<file path="src/verilog/adc_coding_regs.svh">
/*
 header of constants for the sample output coding block: widths, pipeline
 depth, code words. assumes inclusion by bare name from design files.
*/
`ifndef ADC_CODING_REGS_SVH
`define ADC_CODING_REGS_SVH

`define SAMPLE_WIDTH        12
`define PIPE_LATENCY        5
`define SAMPLE_MSB_POS      11
`define CODE_POS_FULL       12'hfff
`define CODE_BIPOLAR_ZERO   12'h800
`define CODE_NEG_FULL       12'h000
`define CODE_POS_HALF       12'hc00
`define CODE_NEG_HALF       12'h400
`define SAMPLE_RESET_VALUE  12'h000
`define MIN_SAMPLE_RATE_HZ  1000000
`define SYS_CLK_HZ          25000000
`define DUTY_LIMIT_RATE_HZ  50000000

`endif

</file>
<file path="src/verilog/adc_coding_pkg.sv">
/*
 types shared by the coding block. assumes the constants header is on the
 include path.
*/
`include "adc_coding_regs.svh"

package adc_coding_pkg;

    typedef enum logic {
        offset_binary_code,
        twos_complement_code
    } code_format_t;

    typedef struct packed {
        logic [`SAMPLE_WIDTH-1:0] word;
        logic                     valid;
    } sample_t;

endpackage

</file>
<file path="src/verilog/adc_code_format.sv">
/*
 converts an offset binary sample word into the selected output format.
 assumes the word arrives registered; the result is combinational.
*/
`timescale 1ns/10ps
`include "adc_coding_regs.svh"

module adc_code_format #(
    parameter int WIDTH = `SAMPLE_WIDTH
) (
    // sample in
    input  wire logic [WIDTH-1:0] offset_word_in,
    input  wire logic             code_format_select_in,
    // formatted sample
    output logic      [WIDTH-1:0] coded_word_out
);

    initial begin
        if (WIDTH < 2) begin
            $error("adc_code_format: WIDTH must be at least 2");
        end
    end

    // only the top bit differs between the formats
    assign coded_word_out = {offset_word_in[WIDTH-1] ^ code_format_select_in,
                             offset_word_in[WIDTH-2:0]};

endmodule

</file>
<file path="src/verilog/adc_output_coding_control.sv">
/*
 digital back end of a pipelined sampling converter: carries quantised words
 through a fixed-latency pipeline, applies output coding, gates the data pins
 and handles power-down. assumes the quantiser word arrives in offset binary
 once per sampling clock and that the sampling clock is this block's clock.
*/
`timescale 1ns/10ps
`include "adc_coding_regs.svh"

// Operation
// - high select gives two's complement, low offset
// - formats differ only in inverted top bit
// - offset binary full scale and zero codes
// - half scale codes swap between formats
// - enable low drives data, high floats it
// - power-down stops converter, reference stays up
// - power-down flushes pipeline, full latency after
// - pipeline advances one step per clock
// - output word lags its sample six cycles
module adc_output_coding_control #(
    parameter int WIDTH   = `SAMPLE_WIDTH,
    parameter int LATENCY = `PIPE_LATENCY
) (
    // clock and reset
    input  wire logic             sys_clk_in,
    input  wire logic             rst_in,
    input  wire logic             clk_en_in,
    // quantiser side
    input  wire logic [WIDTH-1:0] sample_word_in,
    // control pins
    input  wire logic             code_format_select_in,
    input  wire logic             output_enable_n_in,
    input  wire logic             power_down_request_in,
    // data pins
    output logic      [WIDTH-1:0] data_out,
    output logic      [WIDTH-1:0] data_oe_out,
    output logic                  data_valid_out,
    // power status
    output logic                  core_active_out,
    output logic                  reference_active_out
);

    localparam int MIN_HZ = `MIN_SAMPLE_RATE_HZ;
    localparam int CLK_HZ = `SYS_CLK_HZ;

    initial begin
        if (WIDTH != `SAMPLE_WIDTH) begin
            $error("adc_output_coding_control: WIDTH must be 12");
        end
        if (LATENCY < 2) begin
            $error("adc_output_coding_control: LATENCY must be at least 2");
        end
        // the partner must keep the sampling clock above the droop limit
        if (CLK_HZ < MIN_HZ) begin
            $error("adc_output_coding_control: clock below minimum sample rate");
        end
    end

    adc_coding_pkg::sample_t pipe [LATENCY];
    logic [WIDTH-1:0]         coded_word;
    logic                     powered_down;

    // power-down is a plain level; the pin is held low when unused
    always_ff @(posedge sys_clk_in or posedge rst_in) begin
        if (rst_in) begin
            powered_down <= 1'b0;
        end else if (clk_en_in) begin
            powered_down <= power_down_request_in;
        end
    end

    // each stage steps once per clock; power-down empties every stage so no
    // stale sample survives, and refill takes the full latency
    always_ff @(posedge sys_clk_in or posedge rst_in) begin
        if (rst_in) begin
            for (int i = 0; i < LATENCY; i++) begin
                pipe[i] <= '0;
            end
        end else if (clk_en_in) begin
            if (power_down_request_in || powered_down) begin
                for (int i = 0; i < LATENCY; i++) begin
                    pipe[i] <= '0;
                end
            end else begin
                pipe[0].word  <= sample_word_in;
                pipe[0].valid <= 1'b1;
                for (int i = 1; i < LATENCY; i++) begin
                    pipe[i] <= pipe[i-1];
                end
            end
        end
    end

    adc_code_format #(
        .WIDTH(WIDTH)
    ) u_format (
        .offset_word_in        (pipe[LATENCY-1].word),
        .code_format_select_in (code_format_select_in),
        .coded_word_out        (coded_word)
    );

    // output register: the sixth stage, after the five pipeline stages, with coding applied on the way in
    always_ff @(posedge sys_clk_in or posedge rst_in) begin
        if (rst_in) begin
            data_out       <= `SAMPLE_RESET_VALUE;
            data_valid_out <= 1'b0;
        end else if (clk_en_in) begin
            data_out       <= coded_word;
            data_valid_out <= pipe[LATENCY-1].valid;
        end
    end

    // enable is used as a level; toggling it fast is the partner's fault
    assign data_oe_out = {WIDTH{~output_enable_n_in}};

    assign core_active_out      = ~powered_down;
    assign reference_active_out = 1'b1;

endmodule

</file>
<file path="config.mk">
export PLATFORM = sky130hd
export DESIGN_NAME = adc_output_coding_control
export DESIGN_NICKNAME = d
export VERILOG_FILES = /design/src/verilog/adc_coding_pkg.sv /design/src/verilog/adc_code_format.sv /design/src/verilog/adc_output_coding_control.sv
export VERILOG_INCLUDE_DIRS = /design/src /design/src/verilog
export SDC_FILE = /design/constraint.sdc
export NUM_CORES = 1
export LEC_CHECK = 0
export ABC_AREA = 1
export BUFFER_PORTS_ARGS = -buffer_cell sky130_fd_sc_hd__buf_2
export CAP_MARGIN = 20
export CORE_MARGIN = 5
export CORE_UTILIZATION = 55
export DETAILED_ROUTE_END_ITERATION = 10
export GPL_TIMING_DRIVEN = 1
export PLACE_DENSITY_LB_ADDON = 0.1
export SLEW_MARGIN = 20
export SYNTH_ARGS = -nofsm -noshare
export SYNTH_HDL_FRONTEND = slang
export SYNTH_HIERARCHICAL = 1
export SYNTH_SLANG_ARGS = --single-unit
</file>
<file path="constraint.sdc">
create_clock -name sys_clk_in -period 2.95 [get_ports sys_clk_in]
set_clock_uncertainty 0.1 [all_clocks]
set_input_delay 0.295 -clock sys_clk_in [delete_from_list [all_inputs] [get_ports sys_clk_in]]
set_output_delay 0.295 -clock sys_clk_in [all_outputs]
set_load 0.01 [all_outputs]
</file>
After elaboration in Yosys (flattened, before gate mapping) --
Cells that the tools add are included.
Storage, ports and cells: bits in registers 79, word-level logic and storage cells 18
Cells by class: mux-type cells 1, bitwise gates (word level) 3, reductions and logical operators 1
Operators with widths (count):
- 65-bit 2-to-1 mux | 1
- 1-bit NOT | 2
- 1-bit logical OR | 1
- 1-bit bitwise XOR | 1

Logic depth before layout (Yosys ltp) --
Gate-level depths: netlist of run 1.
depth in word-level cells 2, depth in mapped cells 6, mapped depth without buffers 5

Modules after synthesis --
Netlist of run 1, hierarchy kept.
By module, submodules not included:
- adc_output_coding_control | times used 1, cells each 357, area each 3230.6 µm²
- adc_code_format | times used 1, cells each 16, area each 101.3 µm²

Worst setup path after synthesis of run 1 --
Ideal clock, no wire load.
path type input to output, start point in output_enable_n_in, end point out data_oe_out[10], arrival time 707 ps, required time 2555 ps, path slack 1848 ps, stages on the path 2, cells stage by stage inv_1 buf_4
Between the ends: longest elaborated chain between the ends 1
RTL lines:
- start: declaration | line adc_output_coding_control.sv:32 | input wire logic output_enable_n_in,
- 1-bit NOT | line adc_output_coding_control.sv:114 | assign data_oe_out = {WIDTH{~output_enable_n_in}};
- end: declaration | line adc_output_coding_control.sv:36 | output logic [WIDTH-1:0] data_oe_out,
Every way passes these cells.

Worst setup path after layout of run 1 --
start point reg powered_down, end point reg pipe[28] in the netlist's numbering
Between the ends: longest elaborated chain between the ends 2
RTL lines:
- start: declaration | line adc_output_coding_control.sv:61 | logic powered_down;
- start signal: assignment | line adc_output_coding_control.sv:68 | powered_down <= power_down_request_in;
- 1-bit logical OR | line adc_output_coding_control.sv:80 | if (power_down_request_in || powered_down) begin
- 65-bit 2-to-1 mux | line adc_output_coding_control.sv:80
- end signal: indexed assignment | line adc_output_coding_control.sv:88 | pipe[i] <= pipe[i-1];
- end: declaration | line adc_output_coding_control.sv:59 | adc_coding_pkg::sample_t pipe [LATENCY];
Every way passes these cells. A chain may end at the register's enable or synchronous reset.

==> results of run 1 <==
[metal layers]
metal / vias up / track usage, % / wire (um) / share of wire, %
li1: 1167 / - / - / -
met2: 56 / 26.23 / 2587 / 47
met3: 9 / 3.198 / 326 / 5.9
met1: 1087 / 20.83 / 2526 / 46
met4: 0 / 7.950 / 98 / 1.8
met5: - / 0 / 0 / 0
[per-stage QoR]
| step | instance area (um2) | utilization (%) | cells | setup slack [ns] |
|---|---|---|---|---|
| 2_1_floorplan | 3332 | - | 373 | 0.5316 |
| 3_3_place_gp | 3344 | 56.49 | 448 | 1.500 |
| 3_5_place_dp | 3344 | 56.49 | 448 | 1.400 |
| 4_1_cts | 3548 | 59.93 | 465 | 1.505 |
| 5_1_grt | 3548 | 59.93 | 465 | 1.374 |
| 6_report | 3548 | 59.93 | 465 | 1.514 |
[sequential cells by signal, indices dropped and copies added, names as in the netlist]
name	cells
data_valid_out	1
pipe	65
powered_down	1
data_out	12
[critical path, delay by kind of cell (launching register included)]
family        cells  cell delay, ns
buf+inv           1            0.50
flops             1            0.42
simple gates      3            0.34
[logic make-up after synthesis]
logic type             Yosys count
other                            1
DFF                             79
and+or+nand+nor                239
buffers and inverters           53
AOI/OAI and AO/OA                1
[report_power, final]
group	total, uW	switching (uW)	leakage (uW)	internal, uW
logic	138	98.9	0.000896	38.8
registers	1120	14.7	0.00109	1110
clock network	748	354	0.000105	394
[cell usage in the layout (no fill, tap or decap)]
cell type      instances
buf_4                  3
clkinv_2               3
dfrtp_1               79
buf_2                 43
conb_1                 1
nand3_1               64
o21ai_0                1
nor2_4                 1
inv_2                  2
clkbuf_8              13
inv_1                  4
buf_12                 1
dlygate4sd3_1          1
nand2_1              174
[how the worst max path moves through the flow]
stage	slack, ns	start	end
detailed placement	1.40	clk_en_in	powered_down
finish	1.51	powered_down	pipe[28]
floorplan	0.53	rst_in	data_out[0]
global placement	1.50	clk_en_in	powered_down
global route	1.37	powered_down	pipe[16]
CTS	1.50	powered_down	pipe[28]
[final cells by class]
class	count	area [um2]	share of cell area [%]
Inverter	6	22.52	0.6347
Clock buffer	13	178.9	5.042
Clock inverter	3	15.01	0.4231
Timing Repair Buffer	48	267.8	7.546
Multi-Input combinational cell	241	993.5	28.00
Sequential cell	79	1977	55.71
Tap cell	75	93.84	2.645
==> impl_metrics.env, run 1 <==
export IMPL_synthTopCellsByCount="nand2_1, dfrtp_1, nand3_1"
export IMPL_syn_avg_cell_area_um2=8.933
export IMPL_synth_distinct_cells=12
export IMPL_die_area_um2=7715
export IMPL_leakagePower_uw=0.002091
export IMPL_track_usage_pct=16.18
export IMPL_cts_max_level=3
export IMPL_cts_setup_buffers=0
export IMPL_drt_iter0_drc=133
export IMPL_synth_nets=391
export IMPL_critical_path_arrival_ns=1.61
export IMPL_portBuffers=43
export IMPL_r2r_start="powered_down"
export IMPL_synthArstFlopShare_pct=100.0
export IMPL_max_cap_violations=0
export IMPL_startpoint_type="register"
export IMPL_initial_core_util_pct=56.28
export IMPL_cts_tree="built"
export IMPL_synth_edf_count=0
export IMPL_totalWireLength_um=5539
export IMPL_dp_hpwl_um=3153
export IMPL_period_minus_slack_ns=1.436
export IMPL_synth_top_family_by_area="simple AND/OR/NAND/NOR gates"
export IMPL_fill_cells=567
export IMPL_drive_gt1_share_pct=16.92
export IMPL_clock_path_buffers=2
export IMPL_die_y_um=87.84
export IMPL_synth_seq_cells=79
export IMPL_clockRootBuffer="clkbuf_8"
export IMPL_setup_viol=0
export IMPL_clk_pin_slew_worst_paths_ns=0.08
export IMPL_synth_simple_area_share_pct=29.33
export IMPL_ys_top_cells_by_area="dfrtp_1, nand2_1, nand3_1"
export IMPL_place_congestion=0.6873
export IMPL_grt_max_degree=81
export IMPL_final_hold_violation_count=0
export IMPL_drc_errors=0
export IMPL_grt_pass1_vias=2215
export IMPL_wl_per_cell_um=11.91
export IMPL_ff2ff_path_depth=4
export IMPL_tightest_slew_ns=0.7824
export IMPL_tns_ns=0
export IMPL_nNetsFinal=403
export IMPL_cp_end_kind="register"
export IMPL_holdPathEnd="pipe[62]"
export IMPL_antennaDiodeCount=0
export IMPL_numCtsBuffers=9
export IMPL_synth_top_area_share_pct=59.33
export IMPL_yosysSeqAreaShare_pct=59.33
export IMPL_vias_per_cell=4.987
export IMPL_cp_slowest_cell="buf_4"
export IMPL_cts_hold_buf=1
export IMPL_drt_first_pass_iters=4
export IMPL_worstHoldStart="sample_word_in[9]"
export IMPL_hold_depth=3
export IMPL_yosys_area_share_adder_pct=0
export IMPL_crit_fanout=65
export IMPL_outcome="finished, final reports clean"
export IMPL_timing_fmax_mhz=696.6
export IMPL_max_stage_delay_ns=0.50
export IMPL_grt_overflow_total=0
export IMPL_synth_area_um2=3332
export IMPL_grt_setup_unrepaired="no"
export IMPL_postSynthCellCount=373
export IMPL_path_cells="nor2_4, buf_4, nand3_1, nand2_1"
export IMPL_crit_type="register to register"
export IMPL_slew_viol_final=0
export IMPL_muxShareOfSynthArea_pct=0
export IMPL_rrSetupSlack_ns=1.51
export IMPL_fp_row_count=28
export IMPL_grt_pass1_wl_um=9749
export IMPL_total_power_uw=2010
export IMPL_r2r_end="pipe[28]"
export IMPL_core_area_um2=5921
export IMPL_synth_compound_area_share_pct=0.1502
export IMPL_period_share_pct=48.66
export IMPL_ys_warn_count=6
export IMPL_ioPinCount=45
export IMPL_die_w_um=87.84
export IMPL_cp_required_ns=3.12
export IMPL_cts_resized_gates=0
export IMPL_yosys_most_used_dff="dfrtp_1"
export IMPL_vias=2319
export IMPL_synth_xor_area_share_pct=0
export IMPL_slew_headroom_pct=47.84
export IMPL_peakVddDrop_uv=296.4
export IMPL_yosysMostFrequentCell="nand2_1"
export IMPL_pwr_density_cell_nw_per_um2=566.4
export IMPL_worstHoldPathType="input port to register"
export IMPL_ant_nets=0
export IMPL_holdWs_ns=0.08304
export IMPL_cts_sinks=79
export IMPL_antenna_found_initial=0
export IMPL_synth_top_area_cell="dfrtp_1"
export IMPL_clkLatencyLatePin_ns=0.33
export IMPL_syn2layout_area_growth_pct=6.496
Power figures use the tool's default switching activity.
==> run 2: changes to the inputs <==
Settings changed: CORE_UTILIZATION 55 to 51.
Clock period 2.95 ns to 1.3 ns, I/O delays scaled along.
==> impl_metrics.env, run 2 (synthesized netlist as in run 1, its figures left out) <==
export IMPL_drive_gt1_share_pct=16.87
export IMPL_cts_max_level=3
export IMPL_initial_core_util_pct=52.47
export IMPL_worstHoldStart="clk_en_in"
export IMPL_final_common_cell="nand2_1"
export IMPL_fin_ws_ns=0.08052
export IMPL_dp_cells=455
export IMPL_drt_iter0_drc=165
export IMPL_cp_end_kind="primary output"
export IMPL_crit_family="flip-flops"
export IMPL_die_w_um=90.83
export IMPL_critical_path_arrival_ns=0.99
export IMPL_largest_register_ffs=65
export IMPL_antennaDiodeCount=0
export IMPL_design_area_um2=3837
export IMPL_ioPinCount=45
export IMPL_setup_viol=0
export IMPL_die_y_um=90.83
export IMPL_max_stage_delay_ns=0.41
export IMPL_crit_type="register to primary output"
export IMPL_place_congestion=0.6827
export IMPL_postPlaceCellArea_um2=3463
export IMPL_totalWireLength_um=5968
export IMPL_clock_path_buffers=2
export IMPL_pwr_density_cell_nw_per_um2=1293
export IMPL_grt_pass1_wl_um=10700
export IMPL_cts_tree="built"
export IMPL_clkLatencyLatePin_ns=0.35
export IMPL_r2r_start="powered_down"
export IMPL_outcome="finished, final reports clean"
export IMPL_die_area_um2=8250
export IMPL_max_cap_violations=0
export IMPL_top_register="pipe"
export IMPL_grt_pass1_vias=2315
export IMPL_clk_pin_slew_worst_paths_ns=0.07
export IMPL_pre_cts_slack_ns=0.1954
export IMPL_clockRootBuffer="clkbuf_8"
export IMPL_cp_required_ns=1.07
export IMPL_track_usage_pct=15.91
export IMPL_antenna_found_initial=0
export IMPL_drt_first_pass_iters=4
export IMPL_timing_fmax_mhz=820.0
export IMPL_grt_max_degree=60
export IMPL_fp_row_count=29
export IMPL_final_util_pct=60.43
export IMPL_worst_path_buf_inv=2
export IMPL_portBuffers=43
export IMPL_slew_viol_final=0
export IMPL_cp_slowest_cell="dfrtp_1"
export IMPL_cts_sinks=79
export IMPL_leakagePower_uw=0.002204
export IMPL_core_area_um2=6350
export IMPL_nNetsFinal=422
export IMPL_worstHoldPathType="input port to register"
export IMPL_final_hold_violation_count=0
export IMPL_grt_overflow_total=0
export IMPL_drc_errors=0
export IMPL_fill_cells=548
export IMPL_dp_hpwl_um=3550
export IMPL_peakVddDrop_uv=650.7
export IMPL_period_minus_slack_ns=1.219
export IMPL_reg_largest_list="pipe x65, data_out x12"
export IMPL_vias=2383
export IMPL_ant_nets=0
export IMPL_grt_setup_unrepaired="no"
export IMPL_syn2layout_area_growth_pct=15.17
export IMPL_tns_ns=0
export IMPL_finalNonFillerCells=486
export IMPL_wl_per_cell_um=12.28
export IMPL_startpoint_type="register"
export IMPL_critPathLaunch="powered_down"
export IMPL_period_share_pct=93.81
export IMPL_vias_per_cell=4.903
export IMPL_path_cells="inv_1, buf_2"
export IMPL_final_cell_mix="nand2_1, dfrtp_1, nand3_1"
export IMPL_numCtsBuffers=9
export IMPL_crit_fanout=2
run 2: cell count changes in the layout (fill, tap and decap cells not counted):
cell           before  now
dlygate4sd3_1       1   15
buf_12              1    7
bufinv_16           0    2
clkbuf_1            0    2
clkbuf_8           13   11
clkinv_2            3    1
buf_4               3    2
clkinvlp_4          0    1
inv_2               2    1
run 2: power breakdown:
| group | switching, uW | total (uW) | internal [uW] |
|---|---|---|---|
| clock network | 827 | 2010 | 1190 |
| registers | 33.3 | 2550 | 2520 |
| logic | 245 | 400 | 155 |
| total | 1100 | 4960 | 3860 |
run 2: worst paths after layout:
kind,cells after the start,slack [ns],to
hold reg to reg,2,0.36,data_out[4]
setup / recovery,2,0.08,core_active_out
setup reg to reg,4,0.18,pipe[45]
hold / removal,4,0.17,data_out[9]
max in group asynchronous,4,0.38,pipe[50]
min in group asynchronous,3,0.24,data_out[8]
run 2: cell type report:
type	instances	area (um2)	area share (%)
inverters	6	26.28	0.6847
clock buffers	13	158.9	4.141
clock inverters	3	65.06	1.695
well taps	77	96.34	2.511
repair buffers	67	520.5	13.56
flip-flops and latches	79	1977	51.52
multi-input cells	241	993.5	25.89
run 2: what timing repair did:
item	4_1_cts	5_1_grt
setup endpoints to repair	0	0
setup buffers	0	0
resized for setup	0	0
hold buffers	15	0
endpoints found under the hold margin	28	0
run 2: routing by layer:
layer / up-vias / global-route usage, % / wire, um
met3: 10 / 4.250 / 264
met1: 1124 / 21.15 / 2873
met5: - / 0 / 0
met4: 0 / 6.968 / 91
li1: 1207 / - / -
met2: 42 / 24.52 / 2739
run 2: metrics by stage:
step | power [uW] | hold WS [ns]
5_1_grt | 5194 | 0.1904
6_report | 4962 | 0.1745
3_5_place_dp | 2972 | 0.07346
4_1_cts | 5028 | 0.1622
2_1_floorplan | 2871 | 0.1510
3_3_place_gp | 2967 | 0.07430
run 2: worst register-to-register path, delay by kind of cell (launching register included):
| family | cells | cell delay (ns) |
|---|---|---|
| buffers and inverters | 1 | 0.21 |
| and+or+nand+nor | 3 | 0.34 |
| DFF | 1 | 0.41 |
==> run 3: changes to the inputs <==
Settings changed: MAX_ROUTING_LAYER set to met4, PLACE_DENSITY set to 0.86, PLACE_DENSITY_LB_ADDON 0.1 to unset.
==> impl_metrics.env, run 3 (synthesized netlist as in run 1, its figures left out) <==
export IMPL_design_area_um2=3784
export IMPL_drt_first_pass_iters=4
export IMPL_portBuffers=43
export IMPL_final_util_pct=59.59
export IMPL_worstHoldPathType="input port to register"
export IMPL_setup_viol=0
export IMPL_critical_path_arrival_ns=1.41
export IMPL_slew_viol_final=0
export IMPL_total_power_uw=4513
export IMPL_final_common_cell="nand2_1"
export IMPL_path_cells="dlygate4sd3_1, buf_2, nor2_4, clkbuf_16, nand3_1, nand2_1"
export IMPL_pwr_density_cell_nw_per_um2=1193
export IMPL_initial_core_util_pct=52.47
export IMPL_fin_ws_ns=0.06333
export IMPL_vias_per_cell=5.064
export IMPL_wl_per_cell_um=12.42
export IMPL_crit_type="input port to register"
export IMPL_swShare_pct=23.56
export IMPL_tns_ns=0
export IMPL_clock_path_buffers=2
export IMPL_cp_slowest_cell="dlygate4sd3_1"
export IMPL_timing_fmax_mhz=808.6
export IMPL_clk_pin_slew_worst_paths_ns=0.07
export IMPL_postPlaceCellArea_um2=3441
export IMPL_nNetsFinal=425
export IMPL_period_minus_slack_ns=1.237
export IMPL_max_stage_delay_ns=0.53
export IMPL_grt_overflow_total=0
export IMPL_period_share_pct=95.13
export IMPL_drive_gt1_share_pct=17.07
export IMPL_reg_largest_list="pipe x65, data_out x12"
export IMPL_seqPwrFrac_pct=56.6
export IMPL_top_register="pipe"
export IMPL_final_cell_mix="nand2_1, dfrtp_1, nand3_1"
export IMPL_track_usage_pct=15.71
export IMPL_core_area_um2=6350
export IMPL_ant_nets=0
export IMPL_max_cap_violations=0
export IMPL_syn2layout_area_growth_pct=13.56
export IMPL_crit_fanout=26
export IMPL_cts_max_level=3
export IMPL_place_congestion=0.7309
export IMPL_startpoint_type="input port"
export IMPL_dp_hpwl_um=3738
export IMPL_antenna_found_initial=0
export IMPL_cp_required_ns=1.48
export IMPL_pre_cts_slack_ns=0.1704
export IMPL_drc_errors=0
export IMPL_power_switching_uw=1063
export IMPL_ioPinCount=45
export IMPL_peakVddDrop_uv=854.8
export IMPL_cts_sinks=79
export IMPL_grt_pass1_vias=2397
export IMPL_vias=2466
export IMPL_grt_max_degree=54
export IMPL_clkLatencyLatePin_ns=0.34
export IMPL_p_clk_share_pct=34.6
export IMPL_grt_pass1_wl_um=10380
export IMPL_die_area_um2=8250
export IMPL_die_w_um=90.83
export IMPL_cp_end_kind="register"
export IMPL_outcome="finished, final reports clean"
export IMPL_clockRootBuffer="clkbuf_8"
export IMPL_p_int_uw=3450
export IMPL_totalWireLength_um=6050
export IMPL_cts_tree="built"
export IMPL_p_comb_share_pct=8.9
export IMPL_largest_register_ffs=65
export IMPL_numCtsBuffers=9
export IMPL_leakagePower_uw=0.002185
export IMPL_drt_iter0_drc=111
export IMPL_fp_row_count=29
export IMPL_die_y_um=90.83
export IMPL_antennaDiodeCount=0
export IMPL_final_hold_violation_count=0
export IMPL_grt_setup_unrepaired="no"
==> run 3: changes by cell type in the layout (fill, tap and decap cells not counted) <==
cell and delta:
buf_4 +4, buf_12 -3, bufinv_16 -2, buf_6 +1, clkbuf_16 +1
==> run 3: per-layer routing <==
layer  wire length, um  vias up  GRT usage, %
li1                  -     1213             -
met1              2602     1173         19.15
met2              2976       72         25.42
met3               383        8         3.000
met4                87        0         7.090
met5                 0        -             -
==> run 3: timing repair <==
action | in CTS | in global routing
hold endpoints to repair | 94 | 0
gates resized for setup | 0 | 1
endpoints found under the setup margin | 0 | 4
buffers inserted | 0 | 0
hold buffers | 15 | 0
==> run 3: path summary, 6_finish.rpt <==
| path | slack (ns) | cells after the start | from | end |
|---|---|---|---|---|
| worst max-delay path | 0.06 | 6 | power_down_request_in | pipe[50] |
| worst max register to register | 0.13 | 4 | powered_down | pipe[50] |
| worst min-delay path | 0.03 | 5 | code_format_select_in | data_out[11] |
| worst min register to register | 0.37 | 2 | data_out[6] | data_out[6] |
| max in group asynchronous | 0.44 | 4 | rst_in | pipe[2] |
| min in group asynchronous | 0.20 | 3 | rst_in | data_out[5] |
==> run 3: critical path, delay by kind of cell <==
| family | cells | cell delay [ns] |
|---|---|---|
| buffers and inverters | 3 | 0.91 |
| AND/OR/NAND/NOR | 3 | 0.36 |
==> run 3: power groups by stage <==
stage | Sequential, uW | Clock (uW) | Combinational [uW]
floorplan | 2590 | 0 | 279
global placement | 2600 | 0 | 341
detailed placement | 2600 | 0 | 351
CTS | 2550 | 1600 | 387
global route | 2560 | 1700 | 448
finish | 2550 | 1560 | 401
==> run 3: through the flow <==
step	hold WS, ns	std cells
after floorplan	0.1510	373
after global routing	0.05019	487
after global placement	0.007866	457
final	0.02710	487
after detailed placement	0.01254	457
after CTS	0.01581	486
==> run 3: area by class of cell <==
class / instances / area (um2)
clock inverters: 1 / 5.005
inverters: 6 / 26.28
flip-flops and latches: 79 / 1977
fillers: 534 / 2566
multi-input cells: 241 / 993.5
repair buffers: 70 / 526.8
well taps: 77 / 96.34
clock buffers: 13 / 158.9
